==> config.mk <==
export PLATFORM = sky130hd
export DESIGN_NAME = asp_packetizer
export DESIGN_NICKNAME = d
export VERILOG_FILES = /design/src/design/asp_pkg.sv /design/src/design/asp_fifo.sv /design/src/design/asp_packetizer.sv
export SDC_FILE = /design/constraint.sdc
export NUM_CORES = 1
export LEC_CHECK = 0
export BUFFER_PORTS_ARGS = -buffer_cell sky130_fd_sc_hd__buf_2
export CAP_MARGIN = 20
export CORE_UTILIZATION = 30
export CTS_CLUSTER_SIZE = 12
export DETAILED_ROUTE_END_ITERATION = 8
export GPL_TIMING_DRIVEN = 0
export SYNTH_ARGS = -nofsm -noshare
export SYNTH_HDL_FRONTEND = slang
export SYNTH_SLANG_ARGS = --single-unit
==> constraint.sdc <==
create_clock -name clk -period 9.4 [get_ports clk]
set_clock_uncertainty 0.2 [all_clocks]
set_input_delay 2.35 -clock clk [delete_from_list [all_inputs] [get_ports clk]]
set_output_delay 2.35 -clock clk [all_outputs]
set_load 0.02 [all_outputs]
==> src/design/asp_pkg.sv <==
// Constants shared by the sample packetizer and its testbench.
package asp_pkg;

  // ==========================================================
  // Register map (byte offsets on the peripheral access path)
  localparam logic [7:0] IN_CTRL_FIRST = 8'h00;
  localparam logic [7:0] IN_CTRL_LAST  = 8'h1c;
  localparam logic [7:0] INPUT6_OFF    = 8'h18;
  localparam logic [7:0] INPUT7_OFF    = 8'h1c;
  localparam logic [7:0] GEN_CTRL_OFF  = 8'h20;

  // ==========================================================
  // Field positions
  localparam int DEST_MSB  = 31;
  localparam int DEST_LSB  = 8;
  localparam int IN_EN_BIT = 0;
  localparam int DROP_BIT  = 24;
  localparam int WIDTH_HI  = 17;
  localparam int WIDTH_LO  = 16;
  localparam int SPP_HI    = 15;
  localparam int SPP_LO    = 8;
  localparam int CAL_BIT   = 1;
  localparam int EN_BIT    = 0;

  // ==========================================================
  // Values after reset
  localparam logic       DROP_RST  = 1'b1;
  localparam logic [1:0] WIDTH_RST = 2'h1;
  localparam logic [7:0] SPP_RST   = 8'h01;

  // ==========================================================
  // Sample width codes
  localparam logic [1:0] WID_8  = 2'h0;
  localparam logic [1:0] WID_16 = 2'h1;
  localparam logic [1:0] WID_32 = 2'h3;

  // ==========================================================
  // Sizes and counts
  localparam int         NUM_INPUTS = 8;
  localparam int         RES_W      = 12;
  localparam int         DEST_W     = 24;
  localparam int         FIFO_DEPTH = 8;
  localparam int         FIFO_W     = 17;
  localparam logic [2:0] CAL_PULSES = 3'h6;

endpackage

==> src/design/asp_fifo.sv <==
// Synchronous valid/ready FIFO with parameterised width and depth.
`timescale 1ns/1ps
module asp_fifo #(
  parameter int W = 17,
  parameter int D = 8
) (
  // Clock and reset
  input  wire logic         clk,
  input  wire logic         nrst,
  // Fill side
  input  wire logic         in_valid,
  output logic              in_ready,
  input  wire logic [W-1:0] in_data,
  // Drain side
  output logic              out_valid,
  input  wire logic         out_ready,
  output logic [W-1:0]      out_data
);

  localparam int AW = $clog2(D);

  typedef struct packed {
    logic [D-1:0][W-1:0] mem;
    logic [AW-1:0]       wptr;
    logic [AW-1:0]       rptr;
    logic [AW:0]         count;
  } asp_fifo_state_t;

  asp_fifo_state_t st_reg;
  asp_fifo_state_t st_next;
  logic            push;
  logic            pop;

  assign in_ready  = (st_reg.count != D[AW:0]);
  assign out_valid = (st_reg.count != '0);
  assign out_data  = st_reg.mem[st_reg.rptr];

  always_comb begin
    st_next = st_reg;
    push    = in_valid && in_ready;
    pop     = out_valid && out_ready;
    if (push) begin
      st_next.mem[st_reg.wptr] = in_data;
      st_next.wptr = (st_reg.wptr == AW'(D - 1)) ? '0 : st_reg.wptr + 1'b1;
    end
    if (pop) begin
      st_next.rptr = (st_reg.rptr == AW'(D - 1)) ? '0 : st_reg.rptr + 1'b1;
    end
    if (push && !pop) begin
      st_next.count = st_reg.count + 1'b1;
    end else if (pop && !push) begin
      st_next.count = st_reg.count - 1'b1;
    end
  end

  always_ff @(posedge clk) begin
    if (!nrst) begin
      st_reg <= '0;
    end else begin
      st_reg <= st_next;
    end
  end

endmodule

==> src/design/asp_packetizer.sv <==
// Converter control registers, sample sequencing and packet sender.
//
// Notes on behaviour
// - Each input register bits 31:8 hold the top 24 destination id bits.
// - Input register bit 0 enables the input; resets zero; bits 7:1 read zero.
// - General bit 24 flags a lost sample and clears when read.
// - Samples are always left aligned in the transmitted word.
// - A packet ends after the configured number of samples.
// - With count zero a packet stays open until a register access.
// - General bit 1 selects the internal calibration reference.
// - General bit 0 enables; input registers then ignore writes.
// - Six pulses after each enable calibrate and send nothing.
// - From the seventh pulse on each pulse delivers a sample.
// - The calibration count restarts on every enable rise.
// - Each trigger rising edge converts the next enabled input.
// - Conversion results are twelve bits wide.
`timescale 1ns/1ps
module asp_packetizer
  import asp_pkg::*;
(
  // Clock and reset
  input  wire logic              clk,
  input  wire logic              nrst,
  // Register access, whole words only
  input  wire logic              reg_wr,
  input  wire logic              reg_rd,
  input  wire logic [7:0]        reg_addr,
  input  wire logic [31:0]       reg_wdata,
  output logic      [31:0]       reg_rdata,
  output logic                   reg_rvalid,
  // Sample trigger pin
  input  wire logic              sample_trig,
  // Converter core
  output logic                   conv_start,
  output logic      [2:0]        conv_sel,
  output logic                   conv_cal_ref,
  input  wire logic              conv_done,
  input  wire logic [RES_W-1:0]  conv_result,
  // Outgoing channel, one byte or end token per beat
  output logic                   tx_valid,
  output logic      [7:0]        tx_data,
  output logic      [DEST_W-1:0] tx_dest,
  output logic                   tx_end,
  input  wire logic              tx_ready
);

  // ==========================================================
  // State
  typedef enum logic [1:0] {
    S_IDLE = 2'b00,
    S_BYTE = 2'b01,
    S_END  = 2'b10
  } asp_ser_t;

  typedef struct packed {
    logic [NUM_INPUTS-1:0][DEST_W-1:0] dest;
    logic [NUM_INPUTS-1:0]             in_en;
    logic                              gen_en;
    logic                              cal_sel;
    logic [1:0]                        width;
    logic [7:0]                        spp;
    logic                              drop;
    logic [2:0]                        trig_sync;
    logic [2:0]                        cal_cnt;
    logic [2:0]                        last_idx;
    logic                              busy;
    logic                              keep;
    logic [2:0]                        conv_idx;
    logic                              conv_start;
    logic                              cal_ref;
    logic [31:0]                       rdata;
    logic                              rvalid;
    logic [NUM_INPUTS-1:0]             open;
    logic [NUM_INPUTS-1:0]             close_req;
    logic [NUM_INPUTS-1:0][7:0]        cnt;
    asp_ser_t                          ser;
    logic [2:0]                        tx_idx;
    logic [23:0]                       shift;
    logic [1:0]                        left;
    logic                              tx_valid;
    logic [7:0]                        tx_data;
    logic [DEST_W-1:0]                 tx_dest;
    logic                              tx_end;
  } asp_state_t;

  asp_state_t          st_reg;
  asp_state_t          st_next;
  logic                trig_edge;
  logic                drop_evt;
  logic                in_hit;
  logic                gen_hit;
  logic [2:0]          in_idx;
  logic [2:0]          pick;
  logic [2:0]          nxt;
  logic                conv_free;
  logic                fifo_in_valid;
  logic                fifo_in_ready;
  logic [FIFO_W-1:0]   fifo_in_data;
  logic                fifo_out_valid;
  logic                fifo_out_ready;
  logic [FIFO_W-1:0]   fifo_out_data;
  logic [RES_W-1:0]    pop_res;
  logic [1:0]          pop_wid;
  logic [2:0]          pop_idx;
  logic                pkt_full;

  // ==========================================================
  // Helpers
  function automatic logic [2:0] next_input(input logic [2:0] last,
                                            input logic [7:0] en);
    logic [2:0] j;
    next_input = last;
    for (int k = NUM_INPUTS; k >= 1; k--) begin
      j = 3'(int'(last) + k);
      if (en[j]) begin
        next_input = j;
      end
    end
  endfunction

  function automatic logic [2:0] lowest(input logic [7:0] v);
    lowest = 3'h0;
    for (int k = NUM_INPUTS - 1; k >= 0; k--) begin
      if (v[k]) begin
        lowest = 3'(k);
      end
    end
  endfunction

  // ==========================================================
  // Sample path buffer
  asp_fifo #(
    .W (FIFO_W),
    .D (FIFO_DEPTH)
  ) u_fifo (
    .clk       (clk),
    .nrst      (nrst),
    .in_valid  (fifo_in_valid),
    .in_ready  (fifo_in_ready),
    .in_data   (fifo_in_data),
    .out_valid (fifo_out_valid),
    .out_ready (fifo_out_ready),
    .out_data  (fifo_out_data)
  );

  assign fifo_in_data = {st_reg.conv_idx, conv_result, st_reg.width};
  assign pop_idx      = fifo_out_data[16:14];
  assign pop_res      = fifo_out_data[13:2];
  assign pop_wid      = fifo_out_data[1:0];

  // ==========================================================
  // Next state
  always_comb begin
    st_next            = st_reg;
    st_next.conv_start = 1'b0;
    st_next.rvalid     = 1'b0;
    drop_evt           = 1'b0;
    fifo_in_valid      = 1'b0;
    fifo_out_ready     = 1'b0;
    // Only the second and third stages are looked at by the edge detector.
    st_next.trig_sync  = {st_reg.trig_sync[1:0], sample_trig};
    trig_edge          = st_reg.trig_sync[1] & ~st_reg.trig_sync[2];
    in_hit  = (reg_addr <= IN_CTRL_LAST) && (reg_addr[1:0] == 2'h0);
    gen_hit = (reg_addr == GEN_CTRL_OFF);
    in_idx  = reg_addr[4:2];
    pick    = lowest(st_reg.close_req);
    nxt     = next_input(st_reg.last_idx, st_reg.in_en);

    // Register writes.
    if (reg_wr && in_hit && !st_reg.gen_en) begin
      st_next.dest[in_idx]  = reg_wdata[DEST_MSB:DEST_LSB];
      st_next.in_en[in_idx] = reg_wdata[IN_EN_BIT];
    end
    if (reg_wr && gen_hit) begin
      st_next.gen_en  = reg_wdata[EN_BIT];
      st_next.cal_sel = reg_wdata[CAL_BIT];
      st_next.width   = reg_wdata[WIDTH_HI:WIDTH_LO];
      st_next.spp     = reg_wdata[SPP_HI:SPP_LO];
      if (reg_wdata[EN_BIT] && !st_reg.gen_en) begin
        st_next.cal_cnt = 3'h0;
      end
    end

    // Register reads answer one cycle later; reserved bits read zero.
    if (reg_rd) begin
      st_next.rvalid = 1'b1;
      st_next.rdata  = 32'h0;
      if (in_hit) begin
        st_next.rdata[DEST_MSB:DEST_LSB] = st_reg.dest[in_idx];
        st_next.rdata[IN_EN_BIT]         = st_reg.in_en[in_idx];
      end else if (gen_hit) begin
        st_next.rdata[DROP_BIT]          = st_reg.drop;
        st_next.rdata[WIDTH_HI:WIDTH_LO] = st_reg.width;
        st_next.rdata[SPP_HI:SPP_LO]     = st_reg.spp;
        st_next.rdata[CAL_BIT]           = st_reg.cal_sel;
        st_next.rdata[EN_BIT]            = st_reg.gen_en;
      end
    end

    // Any register access ends every open packet.
    if (reg_wr || reg_rd) begin
      st_next.close_req = st_reg.close_req | st_reg.open;
    end

    // Conversion results; calibration results are thrown away.
    if (conv_done && st_reg.busy) begin
      st_next.busy = 1'b0;
      if (st_reg.keep) begin
        fifo_in_valid = 1'b1;
        if (!fifo_in_ready) begin
          drop_evt = 1'b1;
        end
      end
    end
    conv_free = !st_reg.busy || conv_done;

    // Trigger edges start conversions in round-robin order.
    if (trig_edge && st_reg.gen_en && (|st_reg.in_en)) begin
      if (!conv_free) begin
        drop_evt = 1'b1;
      end else begin
        st_next.conv_start = 1'b1;
        st_next.busy       = 1'b1;
        st_next.conv_idx   = nxt;
        st_next.last_idx   = nxt;
        st_next.cal_ref    = st_reg.cal_sel;
        st_next.keep       = (st_reg.cal_cnt == CAL_PULSES);
        if (st_reg.cal_cnt != CAL_PULSES) begin
          st_next.cal_cnt = st_reg.cal_cnt + 3'h1;
        end
      end
    end

    // Dropped flag: a new loss beats the clear by read.
    if (reg_rd && gen_hit) begin
      st_next.drop = 1'b0;
    end
    if (drop_evt) begin
      st_next.drop = 1'b1;
    end

    // Byte sender; a zero count never fills a packet.
    pkt_full = (st_reg.spp != 8'h00) &&
               (st_reg.cnt[st_reg.tx_idx] + 8'h01 == st_reg.spp);
    unique case (st_reg.ser)
      S_IDLE: begin
        if (|st_reg.close_req) begin
          st_next.ser      = S_END;
          st_next.tx_idx   = pick;
          st_next.tx_valid = 1'b1;
          st_next.tx_end   = 1'b1;
          st_next.tx_data  = 8'h00;
          st_next.tx_dest  = st_reg.dest[pick];
        end else if (fifo_out_valid) begin
          fifo_out_ready        = 1'b1;
          st_next.ser           = S_BYTE;
          st_next.tx_idx        = pop_idx;
          st_next.tx_valid      = 1'b1;
          st_next.tx_end        = 1'b0;
          st_next.tx_dest       = st_reg.dest[pop_idx];
          st_next.open[pop_idx] = 1'b1;
          // Left aligned: the top eight result bits always go first.
          st_next.tx_data = pop_res[RES_W-1:RES_W-8];
          st_next.shift   = {pop_res[3:0], 20'h00000};
          if (pop_wid == WID_8) begin
            st_next.left = 2'h0;
          end else if (pop_wid == WID_32) begin
            st_next.left = 2'h3;
          end else begin
            // The reserved code is sent as sixteen bits.
            st_next.left = 2'h1;
          end
        end
      end
      S_BYTE: begin
        if (tx_ready) begin
          if (st_reg.left != 2'h0) begin
            st_next.tx_data = st_reg.shift[23:16];
            st_next.shift   = {st_reg.shift[15:0], 8'h00};
            st_next.left    = st_reg.left - 2'h1;
          end else if (pkt_full) begin
            st_next.ser     = S_END;
            st_next.tx_end  = 1'b1;
            st_next.tx_data = 8'h00;
          end else begin
            // The packet stays open for more samples.
            st_next.ser                = S_IDLE;
            st_next.tx_valid           = 1'b0;
            st_next.cnt[st_reg.tx_idx] = st_reg.cnt[st_reg.tx_idx] + 8'h01;
          end
        end
      end
      S_END: begin
        if (tx_ready) begin
          st_next.ser                      = S_IDLE;
          st_next.tx_valid                 = 1'b0;
          st_next.tx_end                   = 1'b0;
          st_next.open[st_reg.tx_idx]      = 1'b0;
          st_next.close_req[st_reg.tx_idx] = 1'b0;
          st_next.cnt[st_reg.tx_idx]       = 8'h00;
        end
      end
      default: begin
        st_next.ser = S_IDLE;
      end
    endcase
  end

  // ==========================================================
  // Registers
  always_ff @(posedge clk) begin
    if (!nrst) begin
      st_reg       <= '0;
      st_reg.drop  <= DROP_RST;
      st_reg.width <= WIDTH_RST;
      st_reg.spp   <= SPP_RST;
    end else begin
      st_reg <= st_next;
    end
  end

  // ==========================================================
  // Outputs, all straight from flip-flops
  assign reg_rdata    = st_reg.rdata;
  assign reg_rvalid   = st_reg.rvalid;
  assign conv_start   = st_reg.conv_start;
  assign conv_sel     = st_reg.conv_idx;
  assign conv_cal_ref = st_reg.cal_ref;
  assign tx_valid     = st_reg.tx_valid;
  assign tx_data      = st_reg.tx_data;
  assign tx_dest      = st_reg.tx_dest;
  assign tx_end       = st_reg.tx_end;

  // ==========================================================
  // Checks
  a_inputs_locked : assert property (@(posedge clk) disable iff (!nrst)
    reg_wr && in_hit && st_reg.gen_en |=>
    $stable(st_reg.dest) && $stable(st_reg.in_en))
    else $error("input register changed while enabled");
  a_drop_sets : assert property (@(posedge clk) disable iff (!nrst)
    drop_evt |=> st_reg.drop)
    else $error("lost sample not flagged");
  a_drop_clears : assert property (@(posedge clk) disable iff (!nrst)
    reg_rd && gen_hit && !drop_evt |=> !st_reg.drop)
    else $error("dropped flag not cleared by read");
  a_beat_held : assert property (@(posedge clk) disable iff (!nrst)
    st_reg.tx_valid && !tx_ready |=> st_reg.tx_valid &&
    $stable(st_reg.tx_data) && $stable(st_reg.tx_end))
    else $error("beat changed before it was taken");
  a_cal_silent : assert property (@(posedge clk) disable iff (!nrst)
    st_reg.busy && conv_done && !st_reg.keep |-> !fifo_in_valid)
    else $error("calibration result was queued");
  a_start_enabled : assert property (@(posedge clk) disable iff (!nrst)
    st_reg.conv_start |->
    $past(st_reg.gen_en) && st_reg.in_en[st_reg.conv_idx])
    else $error("conversion of a disabled input");

endmodule

# Word-level counts from Yosys, hierarchy flattened
# Index checks and enable logic that the tools add are counted.
[op_classes]
n_lt_le_gt_ge = 19
n_shift = 0
n_addsub = 15
n_reduce_logical = 49
bitwise_logic = 10
mux = 122
n_eq_ne = 20
n_mul = 0
div_mod_pow = 0
[ops]
columns = ["operator", "n"]
rows = [
  ["binary-select mux 24 bit (select 3 bit)", 3],
  ["bitwise mux 192 bit", 1],
  ["bitwise mux 136 bit", 1],
  ["2-to-1 mux 66 bit", 2],
  ["one-hot mux 64 bit (2 select lines)", 1],
  ["2-to-1 mux 24 bit", 4],
  ["2-to-1 mux 82 bit", 1],
  ["demux 24 bit (select 3 bit)", 1],
  ["2-to-1 mux 65 bit", 1],
  ["bitwise AND 64 bit", 1],
  ["bitwise mux 64 bit", 1],
  ["2-to-1 mux 64 bit", 1],
  ["2-to-1 mux 8 bit", 8],
  ["NOT 64 bit", 1],
  ["2-to-1 mux 3 bit", 21],
  ["< comparator 3 x 4 -> 1 bit, second input constant", 14],
  ["2-to-1 mux 26 bit", 2],
  ["one-hot mux 26 bit (2 select lines)", 1],
  ["binary-select mux 17 bit (select 3 bit)", 1],
  ["demux 17 bit (select 3 bit)", 1],
  ["2-to-1 mux 35 bit", 1],
  ["2-to-1 mux 1 bit", 34],
  ["2-to-1 mux 17 bit", 2],
  ["2-to-1 mux 34 bit", 1],
  ["53 further kinds", 130],
]
[word_totals]
reg_bits = 544
ramBits = 0
mem_count = 0
inputBits = 59
rom_bits = 0
latch_bits = 0

# Logic depth before layout (Yosys ltp)
[depth]
word_depth = 13
mapped_depth = 14
mapped_depth_nobuf = 12

# Modules after synthesis
# Synthesis repeated with hierarchy kept, for this count alone.
[unflattened]
cells_unflattened = 3222
hier_area_um2 = 27014.7
[modules_own_cells]
columns = ["module", "n_inst", "area_per_inst_um2", "cells_each"]
rows = [
  ["asp_packetizer", 1, 20134.3, 2534],
  ["asp_fifo", 1, 6880.3, 688],
]

# Worst setup path after synthesis
# No wires, ideal clock.
[synth_timing]
path_type = "input to register"
startpoint = "input port conv_done"
endpoint = "register u_fifo.st_reg[3] in the netlist's numbering"
setup_slack_ns = 4.938
setup_ns = 0.070
path_stages = 10
arrival_ns = 4.192
path_cell_list = "nand4_1 -> inv_2 -> ha_1 -> inv_1 -> ha_1 -> a21o_1 -> a21oi_1 -> xnor2_1 -> or3_1 -> a21oi_1"
[synth_via]
elab_chain_len = 6
elab_cells_between_ends = 8
classes_between = "mux (2); reduce/logical (6)"
[synth_rtl]
columns = ["item", "line_no", "source"]
rows = [
  ["start, declared", "asp_packetizer.sv:37", "input wire logic conv_done,"],
  ["logical AND 1 bit (*)", "asp_packetizer.sv:206", "if (conv_done && st_reg.busy) begin"],
  ["2-to-1 mux 1 bit (*)", "asp_packetizer.sv:206", ""],
  ["logical AND 1 bit (*)", "asp_fifo.sv:40", "push = in_valid && in_ready;"],
  ["via u_fifo.push", "asp_fifo.sv:31", "logic push;"],
  ["zero test 1 bit", "asp_fifo.sv:51", "end else if (pop && !push) begin"],
  ["logical AND 1 bit", "asp_fifo.sv:51", ""],
  ["nonzero test 2 bit (no line)", "n/a", ""],
  ["end signal, assigned", "asp_fifo.sv:60", "st_reg <= st_next;"],
  ["end, declared", "asp_fifo.sv:29", "asp_fifo_state_t st_reg;"],
]
# Mark *: on every way through the listed nets, which the timed path passes. The rest lies on a longest branch.
# A chain may end at the register's enable or synchronous reset.

# Final worst setup path
[layout_timing]
startpoint = "input port reg_addr[1]"
endpoint = "register st_reg, in the netlist reg_rdata[21]"
[layout_via]
elab_chain_len = 3
elab_cells_between_ends = 4
classes_between = "order compare (1); mux (1); reduce/logical (2)"
[layout_rtl]
columns = ["item", "line_no", "source"]
rows = [
  ["start, declared", "asp_packetizer.sv:27", "input wire logic [7:0] reg_addr,"],
  ["<= comparator 8 x 5 -> 1 bit / zero test 2 bit (equally long branches)", "asp_packetizer.sv:163", "in_hit = (reg_addr <= IN_CTRL_LAST) && (reg_addr[1:0] == 2'h0);"],
  ["logical AND 1 bit (*)", "asp_packetizer.sv:163", ""],
  ["2-to-1 mux 6 bit (*)", "asp_packetizer.sv:188", "if (in_hit) begin"],
  ["end signal, assigned", "asp_packetizer.sv:318", "st_reg <= st_next;"],
  ["end, declared", "asp_packetizer.sv:86", "asp_state_t st_reg;"],
]
# Mark *: on every way between the ends. The rest lies on a longest branch, timed or not.

==> impl_metrics.ini <==
[drt]
viasPerCell = 5.753
met1_length_um = 45410
wire_per_inst_um = 24.91
drt_wl_total_um = 112500
highest_layer = met5
dr.pass1.iters = 7
wl_met3_um = 13580
met2WireLength_um = 47830
post-route-drc-count = 0
antenna_left = 0
vias = 25988
drt-initial-drc-count = 3358

[floorplanning]
die_h_um = 297.1
rows = 107
coreArea_mm2 = 0.08568
dieArea_mm2 = 0.08824
initial_utilization_pct = 30.48
ioPinCount = 131
chipWidth_um = 297.1

[pwr]
peakVddDrop_mv = 0.1606
p_sw_w = 0.001865
pwr-share-clk_pct = 39.0
intPower_w = 0.003896
leakage_nw = 9.972
p_sw_share_pct = 32.38
seqPwrFrac_pct = 40.4
comb_power_share_pct = 20.6
p_per_area_mw_per_mm2 = 192.2

[sta]
maxSlewHeadroom_pct = 15.41
min_period_ns = 6.038
worst_slew_pin_slew_ns = 1.257
drv_slew = 0
hold_viol = 0
clock.fmax_mhz = 165.6
setup_viol = 0
tns_ns = 0
grt_setup_unrepaired = no
period_share_pct = 64.24

[min_path]
hold_path_depth = 1
hp-class = reg2reg
hold_path_startpoint = st_next[192]
hold_end = st_next[193]

[layout]
postLayoutCoreUtil_pct = 34.99
final_cell_mix = nand2_1, dfxtp_1, a21oi_1
stdcell_area_mm2 = 0.02998
nets = 3407
fillerInstances = 8949
mostFrequentLayoutCell = nand2_1
largest_register_ffs = 308
final_layout_size_suffix_gt1_share_pct = 13.56
area_delta_synth_final_pct = 14.78

[placement]
place_hpwl_um = 79740
gp_congestion = 1.021
placed_area_mm2 = 0.02812
io_buffers = 80

[logic_synthesis]
ys_types = 86
ys_top_cells_by_area = dfxtp_1, nand2_1, a21oi_1
async_reset_ff_share_pct = 0
avgSynthCellArea_um2 = 8.244
ys_seq_elements = 524
yosys_warnings = 0
synth_edf_count = 0
synth_top_cell_area_share_pct = 40.17
synth_cells = 3168
synth_ff_type = dfxtp_1
yosys.area.top_type = dfxtp_1
syn_area_mm2 = 0.02612
ys_seq_area_share_pct = 40.17

[critical_path]
crit_path_start_kind = input port
arrival_ns = 6.41
criticalPathCategory = in2reg
worstRegToRegCells = 11
rr_startpoint = u_fifo.st_reg[5]
endpoint_kind = flop
required_ns = 9.77
r2r_end = tx_dest[0]
rrSetupSlack_ns = 3.97
crit_fanout = 10

[clock_network]
post_cts_resized = 0
cts_hold_buf = 0
clock_sinks = 524
post_cts_buffers = 0
clockBufferDepth = 3
insertion_delay_ns = 0.65
numCtsBuffers = 56
cts.clk_slew.worst_paths_ns = 0.06
cts_tree = done
htree_levels = 2
cts-root-buf = clkbuf_16

[grt]
grt_max_degree = 17
first_global_vias = 23996
antenna_found_initial = 9
grt_pass1_wl_um = 163000
overflow = 0
grt_usage_pct = 24.46

[outcome]
status = finished clean

[job]
maxCapViolations = 0
-- layout make-up --
type                    count  area (um2)  share of cell area [%]
multi-input cells        2292       14000                   46.69
flip-flops and latches    524       10490                   34.99
clock buffers              81        1645                   5.489
plain buffers             337        1589                   5.301
well taps                1144        1431                   4.775
repair buffers             99       569.3                   1.899
clock inverters            17       171.4                  0.5718
inverters                  20       75.07                  0.2504
diodes                      3       7.507                 0.02504
-- metrics by stage --
stage,hold WS (ns),cells,setup slack (ns),power (W)
final,0.2369,4517,3.362,0.005762
after global routing,0.2592,4515,3.476,0.005948
after CTS,0.2365,4511,3.652,0.005756
after detailed placement,0.2210,4413,2.999,0.003537
after global placement,0.2241,4397,2.646,0.003523
after floorplan,0.2119,3173,4.938,0.003134
-- synthesized netlist by cell type (7+ instances only) --
cell type,n
a211oi_1,22
a21oi_1,471
a221oi_1,27
a22o_1,15
a22oi_1,62
a31oi_1,23
a32o_1,8
a41o_1,7
and2_1,10
and3_1,13
buf_1,25
buf_2,9
buf_4,70
clkbuf_1,208
clkbuf_2,22
dfxtp_1,524
ha_1,17
inv_1,17
mux2_2,26
mux2i_1,41
mux4_2,102
nand2_1,887
nand2b_1,11
nand3_1,25
nor2_1,125
nor2b_1,11
nor3_1,42
nor3b_1,9
nor4_1,24
o211ai_1,14
o21ai_0,39
o221ai_1,19
o22ai_1,59
o2bb2ai_1,48
o31ai_1,7
or2_2,9
or3_1,8
xnor2_1,12
xor2_1,8
-- power by group through the flow --
stage | combinational (W) | sequential [W] | clock [W]
floorplan | 0.000772 | 0.00236 | 0
global placement | 0.00115 | 0.00238 | 0
detailed placement | 0.00116 | 0.00237 | 0
CTS | 0.00117 | 0.00233 | 0.00226
global route | 0.00127 | 0.00233 | 0.00235
finish | 0.00119 | 0.00233 | 0.00225
-- how the worst max path moves through the flow --
stage	from	to	slack, ns	cells after the start
final	reg_addr[1]	reg_rdata[21]	3.36	9
after global routing	reg_addr[1]	reg_rdata[21]	3.48	9
after CTS	reg_addr[1]	reg_rdata[21]	3.65	9
after detailed placement	reg_addr[1]	reg_rdata[21]	3.00	9
after global placement	reg_addr[1]	reg_rdata[20]	2.65	9
after floorplan	conv_done	u_fifo.st_reg[3]	4.94	10
-- worst max-delay path, stage by stage --
cell	delay (ns)
buf_2	0.09
nor4_1	0.67
nor2b_1	0.47
and2_0	0.71
clkbuf_1	0.85
o221ai_1	0.27
nor4_1	0.77
a21oi_1	0.08
nor2_1	0.12
-- cells by family (layout without fill, tap and decap cells) --
logic type                 after synthesis  count (layout)  synth area share, %
and+or+nand+nor                       1204            1204                19.16
AOI/OAI and AO/OA                      872             872                21.01
DFF                                    524             524                40.17
buffers and inverters                  357             554                6.372
muxes                                  170             170                11.54
xor gates and xnor gates                22              22               0.8480
adders and majority gates               18              18               0.8911
other                                    1               9              0.01436
-- layer usage --
layer | GRT usage, % | vias up
met3 | 6.135 | 393
met1 | 33.13 | 12443
met5 | 0 | -
met2 | 36.46 | 1650
li1 | - | 11490
met4 | 11.06 | 12
No activity file was read; power rests on OpenSTA's default activity.
